$ cat config.mk
export PLATFORM = sky130hd
export DESIGN_NAME = rtc_control_and_interrupt
export DESIGN_NICKNAME = d
export VERILOG_FILES = /design/src/rtl/rtc_pkg.sv /design/src/rtl/rtc_bus_if.sv /design/src/rtl/rtc_serial_port.sv /design/src/rtl/rtc_osc_base.sv /design/src/rtl/rtc_control_and_interrupt.sv
export VERILOG_INCLUDE_DIRS = /design/src /design/src/rtl
export SDC_FILE = /design/constraint.sdc
export NUM_CORES = 1
export LEC_CHECK = 0
export BUFFER_PORTS_ARGS = -buffer_cell sky130_fd_sc_hd__clkbuf_2
export CAP_MARGIN = 20
export CORE_MARGIN = 4
export CORE_UTILIZATION = 30
export CTS_BUF_LIST = sky130_fd_sc_hd__clkbuf_4
export DETAILED_ROUTE_END_ITERATION = 10
export PLACE_DENSITY = 0.5
export SLEW_MARGIN = 20
export SYNTH_ARGS = -nofsm -noshare
export SYNTH_HDL_FRONTEND = slang
export SYNTH_SLANG_ARGS = --single-unit
$ cat constraint.sdc
create_clock -name sys_clk_i -period 3 [get_ports sys_clk_i]
set_input_delay 0 -clock sys_clk_i [delete_from_list [all_inputs] [get_ports sys_clk_i]]
set_output_delay 0 -clock sys_clk_i [all_outputs]
set_load 0.01 [all_outputs]
$ cat src/rtl/rtc_consts.svh
// constants of the real-time clock control block
`ifndef RTC_CONSTS_SVH
`define RTC_CONSTS_SVH
`define ADDR_SEC1     4'h0
`define ADDR_SEC10    4'h1
`define ADDR_MIN1     4'h2
`define ADDR_MIN10    4'h3
`define ADDR_HOUR1    4'h4
`define ADDR_HOUR10   4'h5
`define ADDR_WDAY     4'h6
`define ADDR_IPSEL    4'h7
`define ADDR_DAY1     4'h8
`define ADDR_DAY10    4'h9
`define ADDR_CTRL     4'hE
`define CTRL_FLAG     3
`define CTRL_FMT      2
`define CTRL_GATE     1
`define CTRL_ADJ      0
`define IPS_LVL       3
`define SYS_CLK_MHZ   20
`define BSY_MAX_NS    122100
`define BSY_CYC       (`BSY_MAX_NS * `SYS_CLK_MHZ / 1000)
`define HALT_US       100
`define HALT_CYC      (`HALT_US * `SYS_CLK_MHZ)
`define PRE_W         15
`define FAST_BIT      4
`define SLOW_BIT      13
`define SEC_LAST      7'h59
`define SEC_HALF      7'h30
`define HR24_LAST     6'h23
`define HR12_LAST     6'h31
`define HR12_MID      6'h12
`define HR24_MID      6'h00
`define DAY_FIRST     6'h01
`define DAY_LAST      6'h31
`define WDAY_LAST     3'h6
`define RST_IPSEL     4'h0
`endif

$ cat src/rtl/rtc_pkg.sv
// shared types of the real-time clock control block
package rtc_pkg;
   typedef logic [3:0] nibble_t;
   typedef enum logic [2:0] {
      PH_CMD  = 3'b001,
      PH_READ = 3'b010,
      PH_DONE = 3'b100
   } ser_phase_e;
endpackage

$ cat src/rtl/rtc_bus_if.sv
// register access carrier between serial port and control core
interface rtc_bus_if;
   logic             wr_stb;
   rtc_pkg::nibble_t addr;
   rtc_pkg::nibble_t wdata;
   rtc_pkg::nibble_t rdata;
   logic             sel_low;
   modport port (output wr_stb, addr, wdata, sel_low, input rdata);
   modport core (input wr_stb, addr, wdata, sel_low, output rdata);
endinterface

$ cat src/rtl/rtc_serial_port.sv
// serial register port sampled on the system clock
`include "rtc_consts.svh"
module rtc_serial_port (
   input  wire logic sys_clk_i, // system clock
   input  wire logic sys_rst_i, // sync reset, high
   input  wire logic sel_i,     // select pin, high = access
   input  wire logic sclk_i,    // shift clock pin
   input  wire logic sio_i,     // data pin in
   output logic      sio_o,     // data pin out
   output logic      sio_oe_o,  // data pin enable
   rtc_bus_if.port   bus        // register access
);
   logic [2:0]          s1_reg;
   logic [2:0]          s2_reg;
   logic                sclk_d_reg;
   logic [3:0]          cnt_reg;
   logic [6:0]          sh_reg;
   rtc_pkg::nibble_t    addr_reg;
   rtc_pkg::nibble_t    out_reg;
   rtc_pkg::nibble_t    wdata_reg;
   rtc_pkg::ser_phase_e ph_reg;
   logic                load_reg;
   logic                wr_reg;
   logic                sel;
   logic                fall;
   logic                rise;
   rtc_pkg::nibble_t    nib;

   assign sel = s2_reg[2];
   assign fall = sclk_d_reg & ~s2_reg[1];
   assign rise = ~sclk_d_reg & s2_reg[1];
   assign nib = {sh_reg[2:0], s2_reg[0]};
   assign bus.wr_stb = wr_reg;
   assign bus.addr = addr_reg;
   assign bus.wdata = wdata_reg;
   assign bus.sel_low = ~sel;

   always_ff @(posedge sys_clk_i) begin
      s1_reg <= {sel_i, sclk_i, sio_i};
      s2_reg <= s1_reg;
      sclk_d_reg <= s2_reg[1];
   end

   always_ff @(posedge sys_clk_i) begin
      load_reg <= 1'b0;
      wr_reg <= 1'b0;
      if (sys_rst_i || !sel) begin
         cnt_reg <= 4'h0;
         ph_reg <= rtc_pkg::PH_CMD;
         sio_oe_o <= 1'b0;
         sio_o <= 1'b0;
         if (sys_rst_i) begin
            sh_reg <= 7'h00;
            addr_reg <= 4'h0;
            out_reg <= 4'h0;
            wdata_reg <= 4'h0;
         end
      end else begin
         case (ph_reg)
            rtc_pkg::PH_CMD: if (fall) begin
               sh_reg <= {sh_reg[5:0], s2_reg[0]};
               cnt_reg <= cnt_reg + 4'h1;
               if (cnt_reg == 4'h7) begin
                  cnt_reg <= 4'h0;
                  // control bits: sh[5] read, sh[4] address, sh[3] data
                  if (sh_reg[4] && !sh_reg[3]) addr_reg <= nib;
                  if (sh_reg[5] && sh_reg[4] && !sh_reg[3]) begin
                     ph_reg <= rtc_pkg::PH_READ;
                     load_reg <= 1'b1;
                  end
                  if (sh_reg[3] && !sh_reg[5] && !sh_reg[4]) begin
                     wdata_reg <= nib;
                     wr_reg <= 1'b1;
                  end
               end
            end
            rtc_pkg::PH_READ: begin
               if (load_reg) out_reg <= bus.rdata;
               else if (rise) begin
                  cnt_reg <= cnt_reg + 4'h1;
                  sio_oe_o <= (cnt_reg != 4'h4);
                  sio_o <= out_reg[3];
                  out_reg <= {out_reg[2:0], 1'b0};
                  if (cnt_reg == 4'h4) ph_reg <= rtc_pkg::PH_DONE;
               end
            end
            rtc_pkg::PH_DONE: sio_oe_o <= 1'b0;
            default: ph_reg <= rtc_pkg::PH_CMD;
         endcase
      end
   end
endmodule

$ cat src/rtl/rtc_osc_base.sv
// crystal time base: prescaler, one-second tick, halt sensing
`include "rtc_consts.svh"
module rtc_osc_base #(
   parameter int PRE_W    = `PRE_W,
   parameter int HALT_CYC = `HALT_CYC
) (
   input  wire logic             sys_clk_i, // system clock
   input  wire logic             sys_rst_i, // sync reset, high
   input  wire logic             xtal_i,    // crystal clock pin
   input  wire logic             sub_clr_i, // clear sub-second count
   output logic                  sec_tick_o, // one-second carry pulse
   output logic [PRE_W-1:0]      presc_o,    // sub-second count
   output logic                  halted_o    // crystal stopped
);
   logic [1:0]  sync_reg;
   logic        xd_reg;
   logic [15:0] idle_reg;
   logic        edge_x;

   if (PRE_W <= `SLOW_BIT || HALT_CYC >= 65536) begin : g_bad
      $error("rtc_osc_base: unsupported parameters");
   end

   assign edge_x = sync_reg[1] & ~xd_reg;

   always_ff @(posedge sys_clk_i) begin
      sync_reg <= {sync_reg[0], xtal_i};
      xd_reg <= sync_reg[1];
   end

   always_ff @(posedge sys_clk_i) begin
      sec_tick_o <= 1'b0;
      if (sys_rst_i) begin
         presc_o <= '0;
         idle_reg <= 16'h0000;
         halted_o <= 1'b0;
      end else begin
         if (edge_x) idle_reg <= 16'h0000;
         else if (!halted_o) idle_reg <= idle_reg + 16'h0001;
         // an edge ends the halt; silence longer than the window starts one
         halted_o <= edge_x ? 1'b0 : (halted_o | (idle_reg >= 16'(HALT_CYC)));
         if (sub_clr_i) presc_o <= '0;
         else if (edge_x) begin
            presc_o <= presc_o + 1'b1;
            sec_tick_o <= &presc_o;
         end
      end
   end
endmodule

$ cat src/rtl/rtc_control_and_interrupt.sv
// real-time clock control, time counters and interrupt output
// Contract
// - adjust at seconds 00-29: clear sub-seconds, seconds to 00
// - adjust at seconds 30-59: clear sub-seconds, seconds to 00, minutes plus one
// - adjust waits while carry gate is 0
// - busy flag reads 1 at most 122.1 us after an adjust write
// - select pin low forces carry gate to 1
// - one-second carry held while gate is 0, applied when gate returns
// - with select low, crystal halt sets the halt flag, which stays set
// - with select high, a crystal halt does not set the halt flag
// - a control register write during oscillation clears the halt flag
// - hours count 00-23, or 12,01-11 then 32,21-31 in 12-hour form
// - interrupt flag is 1 whenever the interrupt output is low
// - selector top bit: 0 pulse mode, 1 level mode
// - flag writable only in level mode; 1 pulls output low, 0 releases
// - pulse codes: off, held low, 0.977 ms 50% square, 0.5 s square
// - level codes 0-3: each second, ten seconds, minute, ten minutes
// - level codes 4-7: each hour, day, week, month at midnight
// - the four-bit selector at 7h reads back what was written
// - control D1 gate on write, halt on read; D0 adjust / busy
// - carry gate 0 blocks the one-second carry, 1 allows it
`include "rtc_consts.svh"
module rtc_control_and_interrupt #(
   parameter int HALT_CYC = `HALT_CYC
) (
   input  wire logic sys_clk_i,      // system clock, 20 MHz
   input  wire logic sys_rst_i,      // sync reset, high
   input  wire logic sel_i,          // select pin from host
   input  wire logic sclk_i,         // serial shift clock pin
   input  wire logic sio_i,          // serial data pin in
   output logic      sio_o,          // serial data pin out
   output logic      sio_oe_o,       // serial data pin enable
   input  wire logic xtal_i,         // crystal time base pin
   output logic      irq_out_n_o,    // interrupt pin level when driven
   output logic      irq_out_n_oe_o  // interrupt pin pull-down enable
);
   ////////////////////////////////////////////////////////////////////
   rtc_bus_if bus ();

   logic              sec_tick;
   logic [`PRE_W-1:0] presc;
   logic              halted;
   logic              do_adj;

   rtc_serial_port u_port (
      .sys_clk_i (sys_clk_i),
      .sys_rst_i (sys_rst_i),
      .sel_i     (sel_i),
      .sclk_i    (sclk_i),
      .sio_i     (sio_i),
      .sio_o     (sio_o),
      .sio_oe_o  (sio_oe_o),
      .bus       (bus)
   );

   rtc_osc_base #(
      .PRE_W    (`PRE_W),
      .HALT_CYC (HALT_CYC)
   ) u_osc (
      .sys_clk_i  (sys_clk_i),
      .sys_rst_i  (sys_rst_i),
      .xtal_i     (xtal_i),
      .sub_clr_i  (do_adj),
      .sec_tick_o (sec_tick),
      .presc_o    (presc),
      .halted_o   (halted)
   );

   ////////////////////////////////////////////////////////////////////
   // bcd step with wrap to a floor value
   function automatic logic [6:0] bcd_step(input logic [6:0] v,
                                           input logic [6:0] last,
                                           input logic [6:0] first);
      logic [6:0] r;
      r = {v[6:4], v[3:0] + 4'h1};
      if (v == last) r = first;
      else if (v[3:0] == 4'h9) r = {v[6:4] + 3'h1, 4'h0};
      return r;
   endfunction

   function automatic logic [5:0] hour_step(input logic [5:0] h,
                                            input logic h24);
      logic [5:0] r;
      r = 6'(bcd_step({1'b0, h}, {1'b0, `HR24_LAST}, 7'h00));
      if (!h24) begin
         // eleven o'clock rolls to twelve and flips the afternoon bit
         if (h[4:0] == 5'h11) r = {~h[5], 5'(`HR12_MID)};
         else if (h[4:0] == 5'h12) r = {h[5], 5'h01};
         else r = {h[5], 5'(bcd_step({2'b00, h[4:0]}, 7'h7F, 7'h00))};
      end
      return r;
   endfunction

   ////////////////////////////////////////////////////////////////////
   logic [3:0]  ipsel_reg;
   logic        fmt24_reg;
   logic        gate_reg;
   logic        adj_pend_reg;
   logic        carry_pend_reg;
   logic [11:0] busy_reg;
   logic        halt_reg;
   logic        irq_flag_reg;
   logic        step_reg;
   logic [6:0]  sec_reg;
   logic [6:0]  min_reg;
   logic [5:0]  hour_reg;
   logic [2:0]  wday_reg;
   logic [5:0]  day_reg;

   logic        wr_ctrl;
   logic        wr_ipsel;
   logic        adj_req;
   logic        do_carry;
   logic        carry_min;
   logic        carry_hour;
   logic        carry_day;
   logic        busy;
   logic        level_mode;
   logic        midnight;
   logic        hour_top;
   logic        match;
   logic        pulse_low;
   logic        irq_next;
   logic [6:0]  sec_next;
   logic [6:0]  min_next;
   logic [5:0]  hour_next;
   logic [2:0]  wday_next;
   logic [5:0]  day_next;

   localparam logic [11:0] BSY_CYC = 12'(`BSY_CYC);

   ////////////////////////////////////////////////////////////////////
   assign wr_ctrl  = bus.wr_stb && (bus.addr == `ADDR_CTRL);
   assign wr_ipsel = bus.wr_stb && (bus.addr == `ADDR_IPSEL);
   assign adj_req  = wr_ctrl && bus.wdata[`CTRL_ADJ];
   assign busy     = (busy_reg != 12'h000);
   assign do_adj   = adj_pend_reg && gate_reg;
   // an adjust swallows a carry of the same cycle: the second restarts
   assign do_carry = gate_reg && !do_adj && (sec_tick || carry_pend_reg);
   assign carry_min  = do_adj ? (sec_reg >= `SEC_HALF)
                              : (do_carry && (sec_reg == `SEC_LAST));
   assign hour_top   = fmt24_reg ? (hour_reg == `HR24_LAST) : (hour_reg == `HR12_LAST);
   assign carry_hour = carry_min && (min_reg == `SEC_LAST);
   assign carry_day  = carry_hour && hour_top;
   assign level_mode = ipsel_reg[`IPS_LVL];
   assign midnight   = fmt24_reg ? (hour_reg == `HR24_MID) : (hour_reg == `HR12_MID);

   ////////////////////////////////////////////////////////////////////
   // counter next values: counting first, a host write to a digit overrides
   always_comb begin
      sec_next  = sec_reg;
      min_next  = min_reg;
      hour_next = hour_reg;
      wday_next = wday_reg;
      day_next  = day_reg;
      if (do_adj) sec_next = 7'h00;
      else if (do_carry) sec_next = bcd_step(sec_reg, `SEC_LAST, 7'h00);
      if (carry_min) min_next = bcd_step(min_reg, `SEC_LAST, 7'h00);
      if (carry_hour) hour_next = hour_step(hour_reg, fmt24_reg);
      if (carry_day) begin
         wday_next = (wday_reg == `WDAY_LAST) ? 3'h0 : wday_reg + 3'h1;
         day_next  = 6'(bcd_step({1'b0, day_reg}, {1'b0, `DAY_LAST}, {1'b0, `DAY_FIRST}));
      end
      if (bus.wr_stb) begin
         case (bus.addr)
            `ADDR_SEC1:   sec_next[3:0]  = bus.wdata;
            `ADDR_SEC10:  sec_next[6:4]  = bus.wdata[2:0];
            `ADDR_MIN1:   min_next[3:0]  = bus.wdata;
            `ADDR_MIN10:  min_next[6:4]  = bus.wdata[2:0];
            `ADDR_HOUR1:  hour_next[3:0] = bus.wdata;
            `ADDR_HOUR10: hour_next[5:4] = bus.wdata[1:0];
            `ADDR_WDAY:   wday_next      = bus.wdata[2:0];
            default:      sec_next       = sec_next;
         endcase
      end
   end

   ////////////////////////////////////////////////////////////////////
   // level-mode event on the freshly stepped time
   always_comb begin
      case (ipsel_reg[2:0])
         3'b000:  match = 1'b1;
         3'b001:  match = (sec_reg[3:0] == 4'h0);
         3'b010:  match = (sec_reg == 7'h00);
         3'b011:  match = (sec_reg == 7'h00) && (min_reg[3:0] == 4'h0);
         3'b100:  match = (sec_reg == 7'h00) && (min_reg == 7'h00);
         3'b101:  match = (sec_reg == 7'h00) && (min_reg == 7'h00) && midnight;
         3'b110:  match = (sec_reg == 7'h00) && (min_reg == 7'h00) && midnight
                          && (wday_reg == 3'h0);
         default: match = (sec_reg == 7'h00) && (min_reg == 7'h00) && midnight
                          && (day_reg == `DAY_FIRST);
      endcase
   end

   always_comb begin
      case (ipsel_reg[1:0])
         2'b00:   pulse_low = 1'b0;
         2'b01:   pulse_low = 1'b1;
         2'b10:   pulse_low = presc[`FAST_BIT];
         default: pulse_low = presc[`SLOW_BIT];
      endcase
   end

   // event beats a host clear in the same cycle
   always_comb begin
      if (level_mode) begin
         irq_next = wr_ctrl ? bus.wdata[`CTRL_FLAG] : irq_flag_reg;
         if (step_reg && match) irq_next = 1'b1;
      end else begin
         irq_next = pulse_low;
      end
   end

   ////////////////////////////////////////////////////////////////////
   always_comb begin
      case (bus.addr)
         `ADDR_SEC1:   bus.rdata = sec_reg[3:0];
         `ADDR_SEC10:  bus.rdata = {1'b0, sec_reg[6:4]};
         `ADDR_MIN1:   bus.rdata = min_reg[3:0];
         `ADDR_MIN10:  bus.rdata = {1'b0, min_reg[6:4]};
         `ADDR_HOUR1:  bus.rdata = hour_reg[3:0];
         `ADDR_HOUR10: bus.rdata = {2'b00, hour_reg[5:4]};
         `ADDR_WDAY:   bus.rdata = {1'b0, wday_reg};
         `ADDR_IPSEL:  bus.rdata = ipsel_reg;
         `ADDR_DAY1:   bus.rdata = day_reg[3:0];
         `ADDR_DAY10:  bus.rdata = {2'b00, day_reg[5:4]};
         `ADDR_CTRL:   bus.rdata = {irq_flag_reg, fmt24_reg, halt_reg, busy};
         default:      bus.rdata = 4'h0;
      endcase
   end

   ////////////////////////////////////////////////////////////////////
   always_ff @(posedge sys_clk_i) begin
      if (sys_rst_i) begin
         sec_reg  <= 7'h00;
         min_reg  <= 7'h00;
         hour_reg <= 6'h00;
         wday_reg <= 3'h0;
         day_reg  <= `DAY_FIRST;
         step_reg <= 1'b0;
      end else begin
         sec_reg  <= sec_next;
         min_reg  <= min_next;
         hour_reg <= hour_next;
         wday_reg <= wday_next;
         day_reg  <= day_next;
         step_reg <= do_adj || do_carry;
      end
   end

   always_ff @(posedge sys_clk_i) begin
      if (sys_rst_i) begin
         ipsel_reg <= `RST_IPSEL;
         fmt24_reg <= 1'b1;
      end else begin
         if (wr_ipsel) ipsel_reg <= bus.wdata;
         if (wr_ctrl) fmt24_reg <= bus.wdata[`CTRL_FMT];
      end
   end

   always_ff @(posedge sys_clk_i) begin
      if (sys_rst_i) begin
         gate_reg <= 1'b1;
      end else if (bus.sel_low) begin
         gate_reg <= 1'b1;
      end else if (wr_ctrl) begin
         gate_reg <= bus.wdata[`CTRL_GATE];
      end
   end

   // a pending carry is kept for as long as the gate stays closed
   always_ff @(posedge sys_clk_i) begin
      if (sys_rst_i) begin
         adj_pend_reg   <= 1'b0;
         carry_pend_reg <= 1'b0;
      end else begin
         adj_pend_reg   <= adj_req || (adj_pend_reg && !do_adj);
         carry_pend_reg <= !gate_reg && (sec_tick || carry_pend_reg);
      end
   end

   always_ff @(posedge sys_clk_i) begin
      if (sys_rst_i) busy_reg <= 12'h000;
      else if (adj_req || do_carry || do_adj) busy_reg <= BSY_CYC;
      else if (busy) busy_reg <= busy_reg - 12'h001;
   end

   // halt sensing only while the select pin is low; a new halt beats the clear
   always_ff @(posedge sys_clk_i) begin
      if (sys_rst_i) halt_reg <= 1'b0;
      else if (bus.sel_low && halted) halt_reg <= 1'b1;
      else if (wr_ctrl && !halted) halt_reg <= 1'b0;
   end

   always_ff @(posedge sys_clk_i) begin
      if (sys_rst_i) begin
         irq_flag_reg   <= 1'b0;
         irq_out_n_oe_o <= 1'b0;
      end else begin
         irq_flag_reg   <= irq_next;
         irq_out_n_oe_o <= irq_next;
      end
   end

   // open drain: the pin is only ever pulled low
   assign irq_out_n_o = 1'b0;
endmodule

# Word-level counts from Yosys, hierarchy flattened
# Cells that the tools add are included.
# classes
reduce_logical	75
eq_ne	46
mux	78
magnitude_cmp	2
addsub	14
n_bitwise	15
# ops
operator	n
two-way mux 4 bit	22
two-way mux 6 bit	12
two-way mux 7 bit	9
one-hot mux 4 bit (11 select lines)	1
two-way mux 3 bit	12
== test 4 bit, second input constant	7
== test 4 x 3 -> 1 bit, second input constant	6
logical AND 1 bit	24
two-way mux 12 bit	2
nonzero test 2 bit	11
adder 4 x 1 -> 4 bit, second input constant	5
== test 6 bit, second input constant	3
adder 16 x 1 -> 16 bit, second input constant	1
>= comparator 16 x 11 -> 1 bit, second input constant	1
adder 15 x 1 -> 15 bit, second input constant	1
== test 3 bit, second input constant	5
AND reduction 15 bit	1
== test 7 bit, second input constant	2
zero test 7 bit	2
zero test 4 bit	3
two-way mux 1 bit	12
AND reduction 3 bit	4
nonzero test 12 bit	1
subtractor 12 x 1 -> 12 bit, second input constant	1
40 further kinds	82
# word_totals
in_bits	6
reg_bits	124
elab_cells	265
output_inout_bits	4

# Logic depth before layout (Yosys ltp)
# depth
word_depth	11
mapped_depth	8
mapped_depth_nobuf	7

# By module
# Synthesis repeated with hierarchy kept, for this count alone.
# unflattened
hier_cells	769
hier_area_um2	6661.4
# modules_own_cells
mod	cells_per_inst	area_per_inst_um2	seq_area_each_um2	instances
rtc_control_and_interrupt	480	3674.8	1041.0	1
rtc_osc_base	172	1569.0	720.7	1
rtc_serial_port	117	1417.6	900.9	1

# Worst setup path before layout
# OpenSTA, ideal clock, no wires.
# synth_path
path_type	register -> register
from	register hour_reg[4]
to	register day_reg[5]
period_less_slack_ns	2.239
path_stages_with_launch	8
path_buffers	1
setup_slack_ns	0.761
setup_ns	0.114
required_time_ns	2.886
arrival_time_ns	2.125
path_cell_list	dfxtp_1 > ha_1 > or3b_1 > a2111oi_4 > o211ai_1 > buf_2 > o311a_1 > a21o_1
# synth_via
elab_chain_cells	4
elab_cells_between_ends	5
classes_between	eq/ne (2); mux (1); reduce/logical (2)
# synth_lines
item	line_no	text
from (decl)	rtc_control_and_interrupt.sv:106	logic [5:0] hour_reg;
from (signal assigned)	rtc_control_and_interrupt.sv:244	hour_reg <= hour_next;
== test 6 bit (no source line)	-	
two-way mux 1 bit *	rtc_control_and_interrupt.sv:142	assign hour_top = fmt24_reg ? (hour_reg == `HR24_LAST) : (hour_reg == `HR12_LAST);
logical AND 1 bit *	rtc_control_and_interrupt.sv:144	assign carry_day = carry_hour && hour_top;
AND reduction 2 bit (no source line) *	-	
to (signal assigned)	rtc_control_and_interrupt.sv:239	day_reg <= `DAY_FIRST;
to (signal assigned)	rtc_control_and_interrupt.sv:246	day_reg <= day_next;
to (decl)	rtc_control_and_interrupt.sv:108	logic [5:0] day_reg;
# Mark *: on every way between the ends. The rest lies on a longest branch, timed or not.
# A chain may end at the register's enable or synchronous reset.

# Final worst setup path
# layout_path
from	register hour_reg[4]
to	register day_reg[2]
# layout_via
elab_chain_cells	3
elab_cells_between_ends	4
classes_between	eq/ne (2); mux (1); reduce/logical (1)
# layout_lines
item	line_no
== test 6 bit (no source line)	-
two-way mux 1 bit *	rtc_control_and_interrupt.sv:142
logical AND 1 bit *	rtc_control_and_interrupt.sv:144
# Marked as above.

==> flow_metrics.tcl <==
set metrics [dict create \
    status "finished, final reports clean" \
    io_buffers 8 \
    yosys_warnings 0 \
    reg2reg_depth 7 \
    synthArstFlopShare_pct 0 \
    start_util_pct 30.5 \
    final_cells 1064 \
    path_depth 7 \
    drt-initial-drc-count 337 \
    p_int_mw 2.53 \
    critPathKind "reg -> reg" \
    die_h_um 157 \
    ys_ff_latch 124 \
    grt_pass1_vias 5013 \
    fin_skew_ns 0.0269 \
    synth_fp_nets 792 \
    synthFlopType "dfxtp_1" \
    cts_tree "built" \
    drive_gt1_share_pct 10.1 \
    synth_area_leaders "dfxtp_1 (32%), edfxtp_1 (8.1%), nor2_1 (5.3%), ha_1 (4.3%), mux2i_1 (3.3%)" \
    clkPwrFrac_pct 32.4 \
    cts_setup_buffers 0 \
    htree_levels 4 \
    placedCellCount 1026 \
    wire_per_inst_um 14.7 \
    synthCells 763 \
    period_share_pct 87.1 \
    p_comb_share_pct 15.7 \
    rows 54 \
    max-vdd-ir-drop_mv 0.200 \
    min_path_type "in -> reg" \
    grt_pass1_wl_um 26100 \
    syn_area_um2 6680 \
    path_cells "ha_1, or3b_1, a2111oi_4, o211ai_1, buf_4, or4_1, a21oi_1" \
    p_seq_share_pct 51.9 \
    cts_resized 0 \
    cap_violations 0 \
    postSynthAreaPerCell_um2 8.76 \
    antenna_found_initial 1 \
    cp_slowest_cell "dfxtp_1" \
    tns_ns 0 \
    powerDensity_nw_per_um2 502 \
    ys_seq_area_share_pct 39.8 \
    cp.arrival_ns 3.08 \
    cts-root-buf "clkbuf_4" \
    critPathTopFamily "compound AO/OA/AOI/OAI gates" \
    power.leakage_nw 2.56 \
    grt_overflow_total 0 \
    hpwlAfterDp_um 10900 \
    routabilityCongestion 0.808 \
    hold_start "xtal_i" \
    clock_path_buffers 2 \
    rr_startpoint "hour_reg[4]" \
    core-area_um2 21900 \
    design_area_um2 7260 \
    cp-startpoint "hour_reg[4]" \
    total_power_mw 3.65 \
    hold_viol 0 \
    period_minus_slack_ns 2.61 \
    worst_pin_slew_ns 0.824 \
    postRouteAntennaNets 0 \
    ys_types 80 \
    clk_latency_ns 0.55 \
    synth.largest_area_cell "dfxtp_1" \
    cts_buffers 17 \
    numClockSinks 124 \
    ioPinCount 10 \
    placed_cell_area_um2 6930 \
    switching_power_mw 1.11 \
    min_path_cells 2 \
    die_w_um 157 \
    max_stage_delay_ns 0.53 \
    first_pass_iters 5 \
    switching_share_pct 30.6 \
    vias 5362 \
    routed_wl_um 15700 \
    clk_pin_slew_ns 0.14 \
    drv_slew 0 \
    cp-end-kind "flop" \
    cp.required_ns 3.47 \
    slew_headroom_pct 45.0 \
    synth_top_area_share_pct 31.8 \
    rsz0062_at_grt "false" \
    die_area_um2 24700 \
    critPathBufInv 1 \
    largest_reg_flops 16 \
    worstPathMaxFanout 8 \
    start_kind "flop" \
    synth_edf_count 18 \
    grt_max_degree 27 \
    vias_per_cell 5.04 \
    grt_use_total_pct 13.2 \
    post-route-drc-count 0 \
    finalSetupViolations 0 \
    fmax_mhz 383 \
    n_fill_cell 2354 \
    area_growth_pct 8.63 \
    num-nets-final 799 \
]
## cells by family (layout without fill, tap and decap cells)
family	after synthesis	count (layout)	synth area share [%]
compound gates	152	152	15.6
buf+inv	79	99	5.84
mux	27	27	4.14
other cells	1	2	0.0561
simple gates	319	319	25.2
xor+xnor	38	38	4.98
fa+ha+maj	23	23	4.31
flops	124	124	39.8
## per-layer routing
metal / up-vias / share of wire (%) / track usage [%] / wire length (µm)
met5: - / 0 / 0 / 0
met4: 0 / 1.2 / 4.18 / 188
met3: 16 / 3.2 / 2.72 / 494
met2: 68 / 44 / 20.3 / 6920
met1: 2519 / 52 / 18.6 / 8070
li1: 2759 / - / - / -
## metrics by stage
| step | util, % | hold slack, ns | setup WS (ns) |
|---|---|---|---|
| 2_1_floorplan | - | 0.0277 | 0.761 |
| 3_3_place_gp | 31.7 | 0.103 | 0.461 |
| 3_5_place_dp | 31.7 | 0.104 | 0.456 |
| 4_1_cts | 33.2 | 0.0291 | 0.399 |
| 5_1_grt | 33.2 | 0.0482 | 0.254 |
| 6_report | 33.2 | 0.0949 | 0.386 |
## cells in the mapped netlist, types with 5 or more instances
cell,number
a211oi_1,6
a21oi_1,38
a311oi_1,8
a31oi_1,9
and3_1,16
clkbuf_1,23
clkbuf_8,7
dfxtp_1,106
edfxtp_1,18
ha_1,23
inv_1,41
mux2_2,5
mux2i_1,22
nand2_1,52
nand2b_1,8
nand3_1,29
nand3b_1,9
nand4_1,9
nand4b_1,5
nor2_1,95
nor2b_1,15
nor3_1,18
nor3b_1,8
nor4_1,9
o21a_1,5
o21ai_0,33
o31ai_1,7
or3_1,9
or4_1,9
xnor2_1,23
xor2_1,15
## final timing paths
path / end / slack (ns)
worst max-delay path: day_reg[2] / 0.39
worst min register to register: u_osc.sync_reg[1] / 0.34
worst min-delay path: u_osc.sync_reg[0] / 0.09
worst max register to register: day_reg[2] / 0.39
## cell usage in the layout, fill, tap and decap left out, types with 17 or more instances in the layout
master | synthesis | layout
dfxtp_1 | 106 | 106
nor2_1 | 95 | 95
nand2_1 | 52 | 52
inv_1 | 41 | 41
a21oi_1 | 38 | 38
o21ai_0 | 33 | 33
nand3_1 | 29 | 29
xnor2_1 | 23 | 23
ha_1 | 23 | 23
mux2i_1 | 22 | 22
nor3_1 | 18 | 18
edfxtp_1 | 18 | 18
clkbuf_4 | 0 | 17
## power groups by stage
| stage | Sequential (mW) | Clock [mW] | Combinational, mW |
|---|---|---|---|
| global placement | 1.93 | 0 | 0.567 |
| global route | 1.91 | 1.31 | 0.651 |
| finish | 1.89 | 1.18 | 0.573 |
| floorplan | 1.89 | 0 | 0.481 |
| CTS | 1.89 | 1.24 | 0.577 |
| detailed placement | 1.93 | 0 | 0.568 |
## final cells by class
| type | count | area (µm²) | area share, % |
|---|---|---|---|
| Antenna cell | 1 | 2.50 | 0.0345 |
| Clock buffer | 17 | 128 | 1.76 |
| Clock inverter | 15 | 149 | 2.05 |
| Inverter | 42 | 158 | 2.17 |
| Multi-Input combinational cell | 560 | 3630 | 50.0 |
| Sequential cell | 124 | 2660 | 36.7 |
| Tap cell | 280 | 350 | 4.83 |
| Timing Repair Buffer | 25 | 180 | 2.48 |
## timing repair
action | in CTS | in global routing
endpoints found under the setup margin | 0 | 0
endpoints found under the hold margin | 20 | 0
hold buffers | 5 | 0
(Power assumes the default switching activity.)
